<file path="src/hw/core_exec_pkg.sv">
// package: encodings, register map and flag layout for the exec block
//
// Behaviour
// - return-with-literal loads the accumulator with the 8-bit literal.
// - return-with-literal pops the stack into the pc; takes two cycles.
// - call then add of accumulator to pc low byte selects a table entry.
// - rotate-left moves bit 7 to carry, old carry to bit 0; one cycle.
// - rotate-right moves bit 0 to carry, old carry to bit 7; one cycle.
// - destination bit 0 writes the accumulator, 1 writes the file register.
// - rotates change carry only; zero and half-carry keep their values.
// - standby stops the oscillator, enters sleep after one cycle, sets expiry and clears power-down.
// - subtract computes file minus accumulator, two's complement, one cycle.
// - subtract sets carry on no borrow, zero on zero result, half-carry.
package core_exec_pkg;
  // ---------------------------------------------------------------
  // opcodes, 14-bit instruction word
  // ---------------------------------------------------------------
  localparam logic [5:0]  OP_ROTL_HI = 6'h0D;   // 00 1101 dfff ffff
  localparam logic [5:0]  OP_ROTR_HI = 6'h0C;   // 00 1100 dfff ffff
  localparam logic [5:0]  OP_SUB_HI  = 6'h02;   // 00 0010 dfff ffff
  localparam logic [5:0]  OP_ADD_HI  = 6'h07;   // 00 0111 dfff ffff
  localparam logic [5:0]  OP_RETL_HI = 6'h18;   // 01 1000 kkkk kkkk
  localparam logic [1:0]  OP_CALL_HI = 2'h2;    // 10 kkkk kkkk kkkk
  localparam logic [13:0] OP_SLEEP   = 14'h0003;
  localparam logic [6:0]  PC_LOW_ADDR = 7'h02;  // file address of pc low
  localparam logic [1:0]  CYC_ONE    = 2'h1;
  localparam logic [1:0]  CYC_TWO    = 2'h2;
  // ---------------------------------------------------------------
  // register map, byte addresses
  // ---------------------------------------------------------------
  localparam logic [7:0] REG_INSTR  = 8'h00;
  localparam logic [7:0] REG_ACC    = 8'h04;
  localparam logic [7:0] REG_STATUS = 8'h08;
  localparam logic [7:0] REG_PC     = 8'h0C;
  localparam logic [7:0] REG_FADDR  = 8'h10;
  localparam logic [7:0] REG_FDATA  = 8'h14;
  localparam logic [7:0] REG_CTRL   = 8'h18;
  localparam logic [7:0] REG_CYCLES = 8'h1C;
  localparam int         CTRL_WAKE  = 0;
  localparam int         INSTR_BUSY = 31;
  localparam logic [1:0] RESP_OKAY  = 2'h0;
  localparam logic [1:0] RESP_SLV   = 2'h2;
  // ---------------------------------------------------------------
  // status flags: carry, half-carry, zero, power-down, expiry from bit 0
  // ---------------------------------------------------------------
  typedef struct packed {
    logic watchdog_expiry_flag;
    logic powerdown_flag;
    logic z;
    logic half_carry_flag;
    logic c;
  } status_t;
  localparam status_t STATUS_RST = 5'h18;  // expiry and power-down set
  // ---------------------------------------------------------------
  // exec states
  // ---------------------------------------------------------------
  typedef enum logic [3:0] {
    S_IDLE  = 4'b0001,
    S_FETCH = 4'b0010,
    S_EXEC  = 4'b0100,
    S_WAIT  = 4'b1000
  } state_t;
endpackage : core_exec_pkg

</file>
<file path="src/hw/file_ram.sv">
// file register memory with registered read data
`timescale 1ns/10ps
`default_nettype none
module file_ram #(
  parameter int AW = 7,
  parameter int DW = 8
) (
  // clock
  input  wire logic          aclk,
  // write port
  input  wire logic          we,
  input  wire logic [AW-1:0] waddr,
  input  wire logic [DW-1:0] wdata,
  // read port
  input  wire logic [AW-1:0] raddr,
  output var  logic [DW-1:0] rdata
);
  logic [DW-1:0] mem [2**AW];

  // storage write
  always_ff @(posedge aclk) begin
    if (we) begin
      mem[waddr] <= wdata;
    end
  end

  // read data registered; old data on a same-address write
  always_ff @(posedge aclk) begin
    rdata <= mem[raddr];
  end
endmodule : file_ram
`default_nettype wire

</file>
<file path="src/hw/core_exec.sv">
// exec block: return-literal, rotates, standby, subtract, with axi4-lite
//
// The AXI4-Lite register port and the address map are this design's own decisions.
`timescale 1ns/10ps
`default_nettype none
module core_exec #(
  parameter int PC_W     = 10,
  parameter int STACK_D  = 8,
  parameter int CYC_CLKS = 4
) (
  // clock and reset
  input  wire logic        aclk,
  input  wire logic        aresetn,
  // axi4-lite write address and data
  input  wire logic [7:0]  s_axi_awaddr,
  input  wire logic        s_axi_awvalid,
  output var  logic        s_axi_awready,
  input  wire logic [31:0] s_axi_wdata,
  input  wire logic [3:0]  s_axi_wstrb,
  input  wire logic        s_axi_wvalid,
  output var  logic        s_axi_wready,
  // axi4-lite write response
  output var  logic [1:0]  s_axi_bresp,
  output var  logic        s_axi_bvalid,
  input  wire logic        s_axi_bready,
  // axi4-lite read
  input  wire logic [7:0]  s_axi_araddr,
  input  wire logic        s_axi_arvalid,
  output var  logic        s_axi_arready,
  output var  logic [31:0] s_axi_rdata,
  output var  logic [1:0]  s_axi_rresp,
  output var  logic        s_axi_rvalid,
  input  wire logic        s_axi_rready,
  // core status
  output var  logic        busy,
  output var  logic        sleep_mode,
  output var  logic        osc_run,
  output var  logic        wdt_clear
);
  // ---------------------------------------------------------------
  // state
  // ---------------------------------------------------------------
  core_exec_pkg::state_t  st_reg;
  core_exec_pkg::status_t stat_reg;
  logic [7:0]      acc_reg;
  logic [PC_W-1:0] pc_reg;
  logic [13:0]     ir_reg;
  logic [6:0]      faddr_reg;
  logic [7:0]      cycles_reg;
  logic [1:0]      need_reg;
  logic [1:0]      done_reg;
  logic [$clog2(CYC_CLKS)-1:0] div_reg;
  logic            cyc_en;
  logic [PC_W-1:0] stack_reg [STACK_D];
  logic [$clog2(STACK_D)-1:0] sp_reg;

  // axi holding
  logic        aw_full_reg, w_full_reg;
  logic [7:0]  aw_addr_reg;
  logic [31:0] w_data_reg;
  logic [3:0]  w_strb_reg;
  logic        do_wr;
  logic        wr_ok;
  logic        rd_pend_reg;
  logic [7:0]  ar_addr_reg;

  // ---------------------------------------------------------------
  // decode of the latched instruction
  // ---------------------------------------------------------------
  logic       rotate_left_op, rotate_right_op, is_sub, is_add;
  logic       is_retl, is_call, is_sleep;
  logic       dest_f;
  logic [6:0] f_addr;
  logic [PC_W-1:0] pc_inc;
  assign rotate_left_op  = (ir_reg[13:8] == core_exec_pkg::OP_ROTL_HI);
  assign rotate_right_op = (ir_reg[13:8] == core_exec_pkg::OP_ROTR_HI);
  assign is_sub   = (ir_reg[13:8] == core_exec_pkg::OP_SUB_HI);
  assign is_add   = (ir_reg[13:8] == core_exec_pkg::OP_ADD_HI);
  assign is_retl  = (ir_reg[13:8] == core_exec_pkg::OP_RETL_HI);
  assign is_call  = (ir_reg[13:12] == core_exec_pkg::OP_CALL_HI);
  assign is_sleep = (ir_reg == core_exec_pkg::OP_SLEEP);
  assign dest_f   = ir_reg[7];
  assign f_addr   = ir_reg[6:0];
  assign pc_inc   = pc_reg + PC_W'(1);

  // ---------------------------------------------------------------
  // file memory; exec owns the port while busy, software when idle
  // ---------------------------------------------------------------
  logic       mem_we;
  logic [6:0] mem_waddr;
  logic [7:0] mem_wdata, mem_rdata;
  logic [6:0] mem_raddr;
  logic       ex_fwrite;
  logic [7:0] res;
  assign mem_raddr = (st_reg == core_exec_pkg::S_IDLE) ? faddr_reg : f_addr;

  file_ram #(.AW(7), .DW(8)) u_ram (
    .aclk  (aclk),
    .we    (mem_we),
    .waddr (mem_waddr),
    .wdata (mem_wdata),
    .raddr (mem_raddr),
    .rdata (mem_rdata)
  );

  // operand: pc low reads as the address of the next instruction
  logic [7:0] fv;
  assign fv = (f_addr == core_exec_pkg::PC_LOW_ADDR) ? pc_inc[7:0]
                                                     : mem_rdata;

  // ---------------------------------------------------------------
  // arithmetic
  // ---------------------------------------------------------------
  logic [8:0] diff9, sum9;
  logic [4:0] sum_lo;
  assign diff9  = {1'b0, fv} - {1'b0, acc_reg};
  assign sum9   = {1'b0, fv} + {1'b0, acc_reg};
  assign sum_lo = {1'b0, fv[3:0]} + {1'b0, acc_reg[3:0]};

  // result mux and new flags
  core_exec_pkg::status_t stat_new;
  always_comb begin
    res      = fv;
    stat_new = stat_reg;
    if (rotate_left_op) begin
      res        = {fv[6:0], stat_reg.c};
      stat_new.c = fv[7];
    end else if (rotate_right_op) begin
      res        = {stat_reg.c, fv[7:1]};
      stat_new.c = fv[0];
    end else if (is_sub) begin
      res         = diff9[7:0];
      stat_new.c  = ~diff9[8];
      stat_new.half_carry_flag = (fv[3:0] >= acc_reg[3:0]);
      stat_new.z  = (diff9[7:0] == 8'h00);
    end else if (is_add) begin
      res         = sum9[7:0];
      stat_new.c  = sum9[8];
      stat_new.half_carry_flag = sum_lo[4];
      stat_new.z  = (sum9[7:0] == 8'h00);
    end
  end

  logic alu_op;
  assign alu_op    = rotate_left_op | rotate_right_op | is_sub | is_add;
  assign ex_fwrite = (st_reg == core_exec_pkg::S_EXEC) && alu_op && dest_f
                     && (f_addr != core_exec_pkg::PC_LOW_ADDR);

  // memory write port mux
  always_comb begin
    mem_we    = ex_fwrite;
    mem_waddr = f_addr;
    mem_wdata = res;
    if (st_reg == core_exec_pkg::S_IDLE) begin
      mem_we    = wr_ok && (aw_addr_reg == core_exec_pkg::REG_FDATA)
                  && w_strb_reg[0];
      mem_waddr = faddr_reg;
      mem_wdata = w_data_reg[7:0];
    end
  end

  // ---------------------------------------------------------------
  // instruction cycle divider
  // ---------------------------------------------------------------
  // one enable pulse per instruction cycle; free running
  always_ff @(posedge aclk) begin
    if (!aresetn) begin
      div_reg <= '0;
    end else if (div_reg == ($clog2(CYC_CLKS))'(CYC_CLKS - 1)) begin
      div_reg <= '0;
    end else begin
      div_reg <= div_reg + 1'b1;
    end
  end
  assign cyc_en = (div_reg == '0);

  // ---------------------------------------------------------------
  // axi write: address and data taken in either order
  // ---------------------------------------------------------------
  logic wr_mapped;
  assign do_wr = aw_full_reg && w_full_reg && !s_axi_bvalid;
  always_comb begin
    case (aw_addr_reg)
      core_exec_pkg::REG_INSTR, core_exec_pkg::REG_ACC,
      core_exec_pkg::REG_STATUS, core_exec_pkg::REG_PC,
      core_exec_pkg::REG_FADDR, core_exec_pkg::REG_FDATA,
      core_exec_pkg::REG_CTRL: wr_mapped = 1'b1;
      default: wr_mapped = 1'b0;
    endcase
  end
  // all writes are refused while busy, and all but the wake bit write while asleep
  logic wr_wake;
  assign wr_wake = do_wr && (aw_addr_reg == core_exec_pkg::REG_CTRL);
  assign wr_ok   = do_wr && wr_mapped && !sleep_mode
                   && (st_reg == core_exec_pkg::S_IDLE);

  always_ff @(posedge aclk) begin
    if (!aresetn) begin
      aw_full_reg   <= 1'b0;
      w_full_reg    <= 1'b0;
      aw_addr_reg   <= 8'h00;
      w_data_reg    <= 32'h0000_0000;
      w_strb_reg    <= 4'h0;
      s_axi_awready <= 1'b0;
      s_axi_wready  <= 1'b0;
      s_axi_bvalid  <= 1'b0;
      s_axi_bresp   <= core_exec_pkg::RESP_OKAY;
    end else begin
      s_axi_awready <= !aw_full_reg && !s_axi_awready;
      s_axi_wready  <= !w_full_reg && !s_axi_wready;
      if (s_axi_awvalid && s_axi_awready) begin
        aw_full_reg   <= 1'b1;
        aw_addr_reg   <= s_axi_awaddr;
        s_axi_awready <= 1'b0;
      end
      if (s_axi_wvalid && s_axi_wready) begin
        w_full_reg   <= 1'b1;
        w_data_reg   <= s_axi_wdata;
        w_strb_reg   <= s_axi_wstrb;
        s_axi_wready <= 1'b0;
      end
      if (do_wr) begin
        aw_full_reg  <= 1'b0;
        w_full_reg   <= 1'b0;
        s_axi_bvalid <= 1'b1;
        s_axi_bresp  <= (wr_ok || (wr_wake && sleep_mode))
                        ? core_exec_pkg::RESP_OKAY : core_exec_pkg::RESP_SLV;
      end else if (s_axi_bvalid && s_axi_bready) begin
        s_axi_bvalid <= 1'b0;
      end
    end
  end

  // ---------------------------------------------------------------
  // exec sequencer
  // ---------------------------------------------------------------
  logic issue;
  assign issue = wr_ok && (aw_addr_reg == core_exec_pkg::REG_INSTR);
  always_ff @(posedge aclk) begin
    if (!aresetn) begin
      st_reg     <= core_exec_pkg::S_IDLE;
      ir_reg     <= 14'h0000;
      need_reg   <= core_exec_pkg::CYC_ONE;
      done_reg   <= 2'h0;
      cycles_reg <= 8'h00;
      busy       <= 1'b0;
    end else begin
      case (st_reg)
        core_exec_pkg::S_IDLE: if (issue) begin
          ir_reg <= w_data_reg[13:0];
          st_reg <= core_exec_pkg::S_FETCH;
          busy   <= 1'b1;
        end
        core_exec_pkg::S_FETCH: st_reg <= core_exec_pkg::S_EXEC;
        core_exec_pkg::S_EXEC: begin
          need_reg <= (is_retl || is_call) ? core_exec_pkg::CYC_TWO
                                           : core_exec_pkg::CYC_ONE;
          done_reg <= 2'h0;
          st_reg   <= core_exec_pkg::S_WAIT;
        end
        core_exec_pkg::S_WAIT: if (cyc_en) begin
          done_reg <= done_reg + 2'h1;
          if (done_reg + 2'h1 == need_reg) begin
            cycles_reg <= {6'h00, need_reg};
            st_reg     <= core_exec_pkg::S_IDLE;
            busy       <= 1'b0;
          end
        end
        default: st_reg <= core_exec_pkg::S_IDLE;
      endcase
    end
  end

  // ---------------------------------------------------------------
  // accumulator, pc, stack and flags
  // ---------------------------------------------------------------
  logic ex;
  assign ex = (st_reg == core_exec_pkg::S_EXEC);
  always_ff @(posedge aclk) begin
    if (!aresetn) begin
      acc_reg   <= 8'h00;
      pc_reg    <= '0;
      sp_reg    <= '0;
      faddr_reg <= 7'h00;
      stat_reg  <= core_exec_pkg::STATUS_RST;
    end else if (ex) begin
      stat_reg <= stat_new;
      pc_reg   <= pc_inc;
      if (alu_op && !dest_f) begin
        acc_reg <= res;
      end
      if (alu_op && dest_f && f_addr == core_exec_pkg::PC_LOW_ADDR) begin
        pc_reg <= {pc_inc[PC_W-1:8], res};
      end
      if (is_call) begin
        stack_reg[sp_reg] <= pc_inc;
        sp_reg            <= sp_reg + 1'b1;
        pc_reg            <= ir_reg[PC_W-1:0];
      end
      if (is_retl) begin
        acc_reg <= ir_reg[7:0];
        pc_reg  <= stack_reg[sp_reg - 1'b1];
        sp_reg  <= sp_reg - 1'b1;
      end
      if (is_sleep) begin
        stat_reg.powerdown_flag       <= 1'b0;
        stat_reg.watchdog_expiry_flag <= 1'b1;
      end
    end else if (wr_ok) begin
      case (aw_addr_reg)
        core_exec_pkg::REG_ACC:    acc_reg   <= w_data_reg[7:0];
        core_exec_pkg::REG_PC:     pc_reg    <= w_data_reg[PC_W-1:0];
        core_exec_pkg::REG_FADDR:  faddr_reg <= w_data_reg[6:0];
        core_exec_pkg::REG_STATUS: stat_reg  <= w_data_reg[4:0];
        default: ;
      endcase
    end
  end

  // ---------------------------------------------------------------
  // sleep, oscillator and watchdog clear
  // ---------------------------------------------------------------
  // sleep takes effect as the standby's single cycle closes
  always_ff @(posedge aclk) begin
    if (!aresetn) begin
      sleep_mode <= 1'b0;
      osc_run    <= 1'b1;
      wdt_clear  <= 1'b0;
    end else begin
      wdt_clear <= ex && is_sleep;
      if (st_reg == core_exec_pkg::S_WAIT && cyc_en && is_sleep) begin
        sleep_mode <= 1'b1;
        osc_run    <= 1'b0;
      end else if (wr_wake && sleep_mode
                   && w_data_reg[core_exec_pkg::CTRL_WAKE]) begin
        sleep_mode <= 1'b0;
        osc_run    <= 1'b1;
      end
    end
  end

  // ---------------------------------------------------------------
  // axi read: answer two cycles after the address is taken
  // ---------------------------------------------------------------
  always_ff @(posedge aclk) begin
    if (!aresetn) begin
      s_axi_arready <= 1'b0;
      s_axi_rvalid  <= 1'b0;
      s_axi_rdata   <= 32'h0000_0000;
      s_axi_rresp   <= core_exec_pkg::RESP_OKAY;
      rd_pend_reg   <= 1'b0;
      ar_addr_reg   <= 8'h00;
    end else begin
      s_axi_arready <= !rd_pend_reg && !s_axi_rvalid && !s_axi_arready;
      if (s_axi_arvalid && s_axi_arready) begin
        rd_pend_reg   <= 1'b1;
        ar_addr_reg   <= s_axi_araddr;
        s_axi_arready <= 1'b0;
      end else if (rd_pend_reg) begin
        rd_pend_reg  <= 1'b0;
        s_axi_rvalid <= 1'b1;
        s_axi_rresp  <= core_exec_pkg::RESP_OKAY;
        case (ar_addr_reg)
          core_exec_pkg::REG_INSTR:
            s_axi_rdata <= {busy, 17'h0_0000, ir_reg};
          core_exec_pkg::REG_ACC:    s_axi_rdata <= {24'h00_0000, acc_reg};
          core_exec_pkg::REG_STATUS:
            s_axi_rdata <= {26'h000_0000, sleep_mode, stat_reg};
          core_exec_pkg::REG_PC:
            s_axi_rdata <= {{(32-PC_W){1'b0}}, pc_reg};
          core_exec_pkg::REG_FADDR:  s_axi_rdata <= {25'h000_0000, faddr_reg};
          core_exec_pkg::REG_FDATA:  s_axi_rdata <= {24'h00_0000, mem_rdata};
          core_exec_pkg::REG_CTRL:   s_axi_rdata <= 32'h0000_0000;
          core_exec_pkg::REG_CYCLES: s_axi_rdata <= {24'h00_0000, cycles_reg};
          default: begin
            s_axi_rdata <= 32'h0000_0000;
            s_axi_rresp <= core_exec_pkg::RESP_SLV;
          end
        endcase
      end else if (s_axi_rvalid && s_axi_rready) begin
        s_axi_rvalid <= 1'b0;
      end
    end
  end
endmodule : core_exec
`default_nettype wire

</file>
<file path="config.mk">
export PLATFORM = sky130hd
export DESIGN_NAME = core_exec
export DESIGN_NICKNAME = d
export VERILOG_FILES = /design/src/hw/core_exec_pkg.sv /design/src/hw/file_ram.sv /design/src/hw/core_exec.sv
export SDC_FILE = /design/constraint.sdc
export NUM_CORES = 1
export LEC_CHECK = 0
export BUFFER_PORTS_ARGS = -buffer_cell sky130_fd_sc_hd__buf_2
export CELL_PAD_IN_SITES_DETAIL_PLACEMENT = 0
export CELL_PAD_IN_SITES_GLOBAL_PLACEMENT = 2
export CORE_MARGIN = 2
export CORE_UTILIZATION = 35
export CTS_BUF_LIST = sky130_fd_sc_hd__clkbuf_4
export CTS_CLUSTER_SIZE = 10
export DETAILED_ROUTE_END_ITERATION = 12
export PLACE_DENSITY = 0.7
export SLEW_MARGIN = 20
export SYNTH_ARGS = -nofsm -noshare
export SYNTH_HDL_FRONTEND = slang
export SYNTH_HIERARCHICAL = 1
export SYNTH_SLANG_ARGS = --single-unit
</file>
<file path="constraint.sdc">
create_clock -name aclk -period 27 [get_ports aclk]
set_clock_uncertainty 0.05 [all_clocks]
set_input_delay 5.4 -clock aclk [delete_from_list [all_inputs] [get_ports aclk]]
set_output_delay 5.4 -clock aclk [all_outputs]
set_load 0.02 [all_outputs]
</file>
==> results.py <==
metrics = {
    "setup_path": {
        "critPathTopFamily": "flip-flops",
        "cp_slowest_stage_delay_ns": 0.60,
        "r2r-end": "u_ram/rdata[6]",
        "reg2regPathDepth": 10,
        "startpoint_type": "register",
        "worstPathArrival_ns": 2.02,
        "endpoint_kind": "primary output",
        "path_class": "reg2out",
        "reg2reg_slack_ns": 20.32,
        "critical_path.cell_chain": "buf_2",
        "r2r-start": "st_reg[3]",
        "crit_buf_inv": 1,
        "cp_max_fo": 4,
        "cp.required_ns": 21.55,
        "crit_cells": 1,
        "cp-startpoint": "sleep_mode",
        "cp-endpoint": "sleep_mode",
        "slowest_stage": "dfxtp_1",
    },
    "synth": {
        "synth_warnings": 6,
        "synth_top_area_share_pct": 65.77,
        "async_reset_ff_share_pct": 0,
        "yosys-top-cells-count": "edfxtp_1 (1,104), mux4_2 (359), nand2_1 (199), nor2_1 (180), dfxtp_1 (127)",
        "synthMostInstantiatedCell": "edfxtp_1",
        "synth_edf_count": 1104,
        "synthDistinctLibCells": 87,
        "synth-seq-cells": 1231,
        "ys_top_cells_by_area": "edfxtp_1 (66%), mux4_2 (16%), dfxtp_1 (5.0%), nand2_1 (1.5%), nor2_1 (1.3%)",
        "syn-mean-instance-area_um2": 18.24,
        "seq_area_frac_synth_pct": 70.81,
        "synth.largest_area_cell": "edfxtp_1",
        "syn_area_mm2": 0.05041,
        "synthCells": 2764,
        "ys.flop_type": "edfxtp_1",
    },
    "global_route": {
        "met2_usage_pct": 28.88,
        "grt_pass1_wl_um": 188900,
        "antenna_found_initial": 7,
        "grt_max_degree": 106,
        "met1_usage_pct": 22.63,
        "overflow": 0,
        "grtUsageMet3_pct": 4.034,
        "grt_most_used_layer": "met2",
        "grt.total_usage_pct": 17.45,
        "grt_pass1_vias": 28830,
    },
    "timing": {
        "fmax_mhz": 133.9,
        "period_needed_ns": 7.466,
        "finalSetupTns_ns": 0,
        "relSlewSlack_pct": 24.10,
        "hold_viol": 0,
        "final_max_slew_viol_count": 0,
        "setup_viol": 0,
        "fin_crit_sh_pct": 27.65,
        "rsz0062_at_grt": "false",
        "worst_slack_ns": 19.53,
        "worst_pin_slew_ns": 1.139,
    },
    "detailed_routing": {
        "viasPerCell": 5.319,
        "first_pass_iters": 8,
        "drtAntennaViolNets": 0,
        "wl_per_cell_um": 24.81,
        "detailroute.via_count": 27540,
        "remaining_drc_errors": 0,
        "drt_iter0_markers": 2407,
        "wirelength_um": 128400,
    },
    "cells_and_area": {
        "nNetsFinal": 3130,
        "largest_reg_flops": 1024,
        "final_area_mm2": 0.05686,
        "regArea_mm2": 0.03569,
        "final_core_util_pct": 39.68,
        "nFillCells": 13060,
        "drive_above_1_share_pct": 31.58,
        "areaGrowthSynthToFinish_pct": 12.80,
        "multi_input_area_mm2": 0.01398,
    },
    "floorplan": {
        "fp.dieH_um": 383.5,
        "die-area_mm2": 0.1471,
        "initial_core_util_pct": 35.17,
        "io_pins": 104,
        "row_count": 139,
        "die_x_um": 383.5,
        "core_area_mm2": 0.1433,
    },
    "clocking": {
        "cts_resized": 0,
        "cts_tree": "built",
        "post_cts.repair.setup_buffers": 0,
        "cts.path.max_buffers": 4,
        "h-tree-depth": 5,
        "holdBufCountCts": 0,
        "clk_latency_ns": 1.20,
        "cts_buffers": 334,
        "cts.clk_slew.worst_paths_ns": 0.06,
        "clkSinkCount": 1231,
        "root_buffer": "clkbuf_4",
    },
    "placement": {
        "dp_hpwl_um": 80320,
        "placed_area_mm2": 0.05286,
        "port-buffer-count": 63,
        "dp_slack_ns": 19.08,
        "gp_congestion": 0.8704,
    },
    "power": {
        "p_leak_nw": 17.85,
        "clockPowerShare_pct": 42.1,
        "p_per_area_mw_per_mm2": 65.30,
        "p_int_mw": 2.911,
        "seqPwrFrac_pct": 56.2,
        "pwr-share-comb_pct": 1.7,
        "switchingPower_mw": 0.8019,
        "p_total_mw": 3.713,
        "swShare_pct": 21.60,
        "worst_ir_drop_vdd_mv": 0.03247,
    },
    "min_path": {
        "holdCritPathClass": "reg2reg",
        "holdPathStages": 2,
    },
    "run_status": {
        "status": "finished, final reports clean",
    },
    "flow_run": {
        "timing.max_cap.violations": 0,
    },
}
==> through the flow <==
step | instances | hold WS (ns)
after global routing | 5178 | 0.4280
final | 5178 | 0.3856
after detailed placement | 4613 | 0.3890
after floorplan | 2782 | 0.3710
after global placement | 4613 | 0.3855
after CTS | 5174 | 0.4057
==> final cells by class <==
type                            count  area share [%]
Clock inverter                     98          0.8428
Timing Repair Buffer              113           1.241
Sequential cell                  1231           62.78
Antenna cell                        4         0.01760
Multi-Input combinational cell   1331           24.59
Clock buffer                      463           6.113
Tap cell                         1903           4.188
Inverter                           35          0.2311
==> how the worst min path moves through the flow <==
stage	start	to
2_1_floorplan	aw_full_reg	s_axi_awready
3_3_place_gp	aw_full_reg	s_axi_awready
3_5_place_dp	aw_full_reg	s_axi_awready
4_1_cts	s_axi_wready	s_axi_wready
5_1_grt	aw_full_reg	s_axi_awready
6_report	w_data_reg[13]	ir_reg[13]
==> layer usage <==
metal	part of all wire (%)	vias up
li1	-	11880
met1	41	14410
met2	50	1078
met3	7.0	177
met4	1.9	0
met5	0	-
==> power groups by stage <==
stage          Clock, mW  Combinational (mW)  Sequential (mW)
6_report            1.56              0.0643             2.09
5_1_grt             1.72              0.0711             2.08
4_1_cts             1.62              0.0659             2.09
3_5_place_dp           0              0.0660             2.13
3_3_place_gp           0              0.0620             2.13
2_1_floorplan          0              0.0363             2.13
==> placed cells by master (no fill, tap or decap), types with 11 or more instances in the layout <==
| cell | Yosys | routed |
|---|---|---|
| mux2_2 | 21 | 21 |
| ha_1 | 23 | 23 |
| clkbuf_4 | 0 | 463 |
| mux4_2 | 359 | 359 |
| nand2b_1 | 12 | 12 |
| nor2b_1 | 33 | 33 |
| buf_4 | 31 | 50 |
| a21boi_0 | 56 | 56 |
| a31oi_1 | 13 | 12 |
| buf_2 | 21 | 62 |
| a22oi_1 | 15 | 15 |
| mux2i_1 | 22 | 22 |
| dfxtp_1 | 127 | 127 |
| inv_1 | 33 | 33 |
| o21ai_0 | 44 | 42 |
| clkinv_2 | 0 | 26 |
| clkinv_1 | 0 | 66 |
| a21oi_1 | 46 | 45 |
| nor3_1 | 30 | 21 |
| nand3_1 | 53 | 53 |
| conb_1 | 1 | 19 |
| xnor2_1 | 12 | 11 |
| edfxtp_1 | 1104 | 1104 |
| nand2_1 | 199 | 194 |
| nor2_1 | 180 | 173 |
| nand4_1 | 11 | 11 |
==> cells by family (layout without fill, tap and decap cells) <==
group | count (synthesis) | in the layout | share of synthesized area [%]
flip-flops | 1231 | 1231 | 70.81
other | 1 | 23 | 0.007439
multiplexers | 405 | 405 | 17.02
AND/OR/NAND/NOR | 589 | 589 | 5.458
buffers and inverters | 220 | 709 | 1.951
XOR/XNOR | 20 | 20 | 0.3475
adder cells (fa/ha/maj) | 25 | 25 | 0.6503
AO/OA/AOI/OAI | 273 | 273 | 3.753
==> worst min-delay path: cells and delay by family (launching register included) <==
kind	cells	cell delay, ns
DFF	1	0.32
and+or+nand+nor	1	0.06
AOI/OAI and AO/OA	1	0.05
No activity file was read; power rests on OpenSTA's default activity.
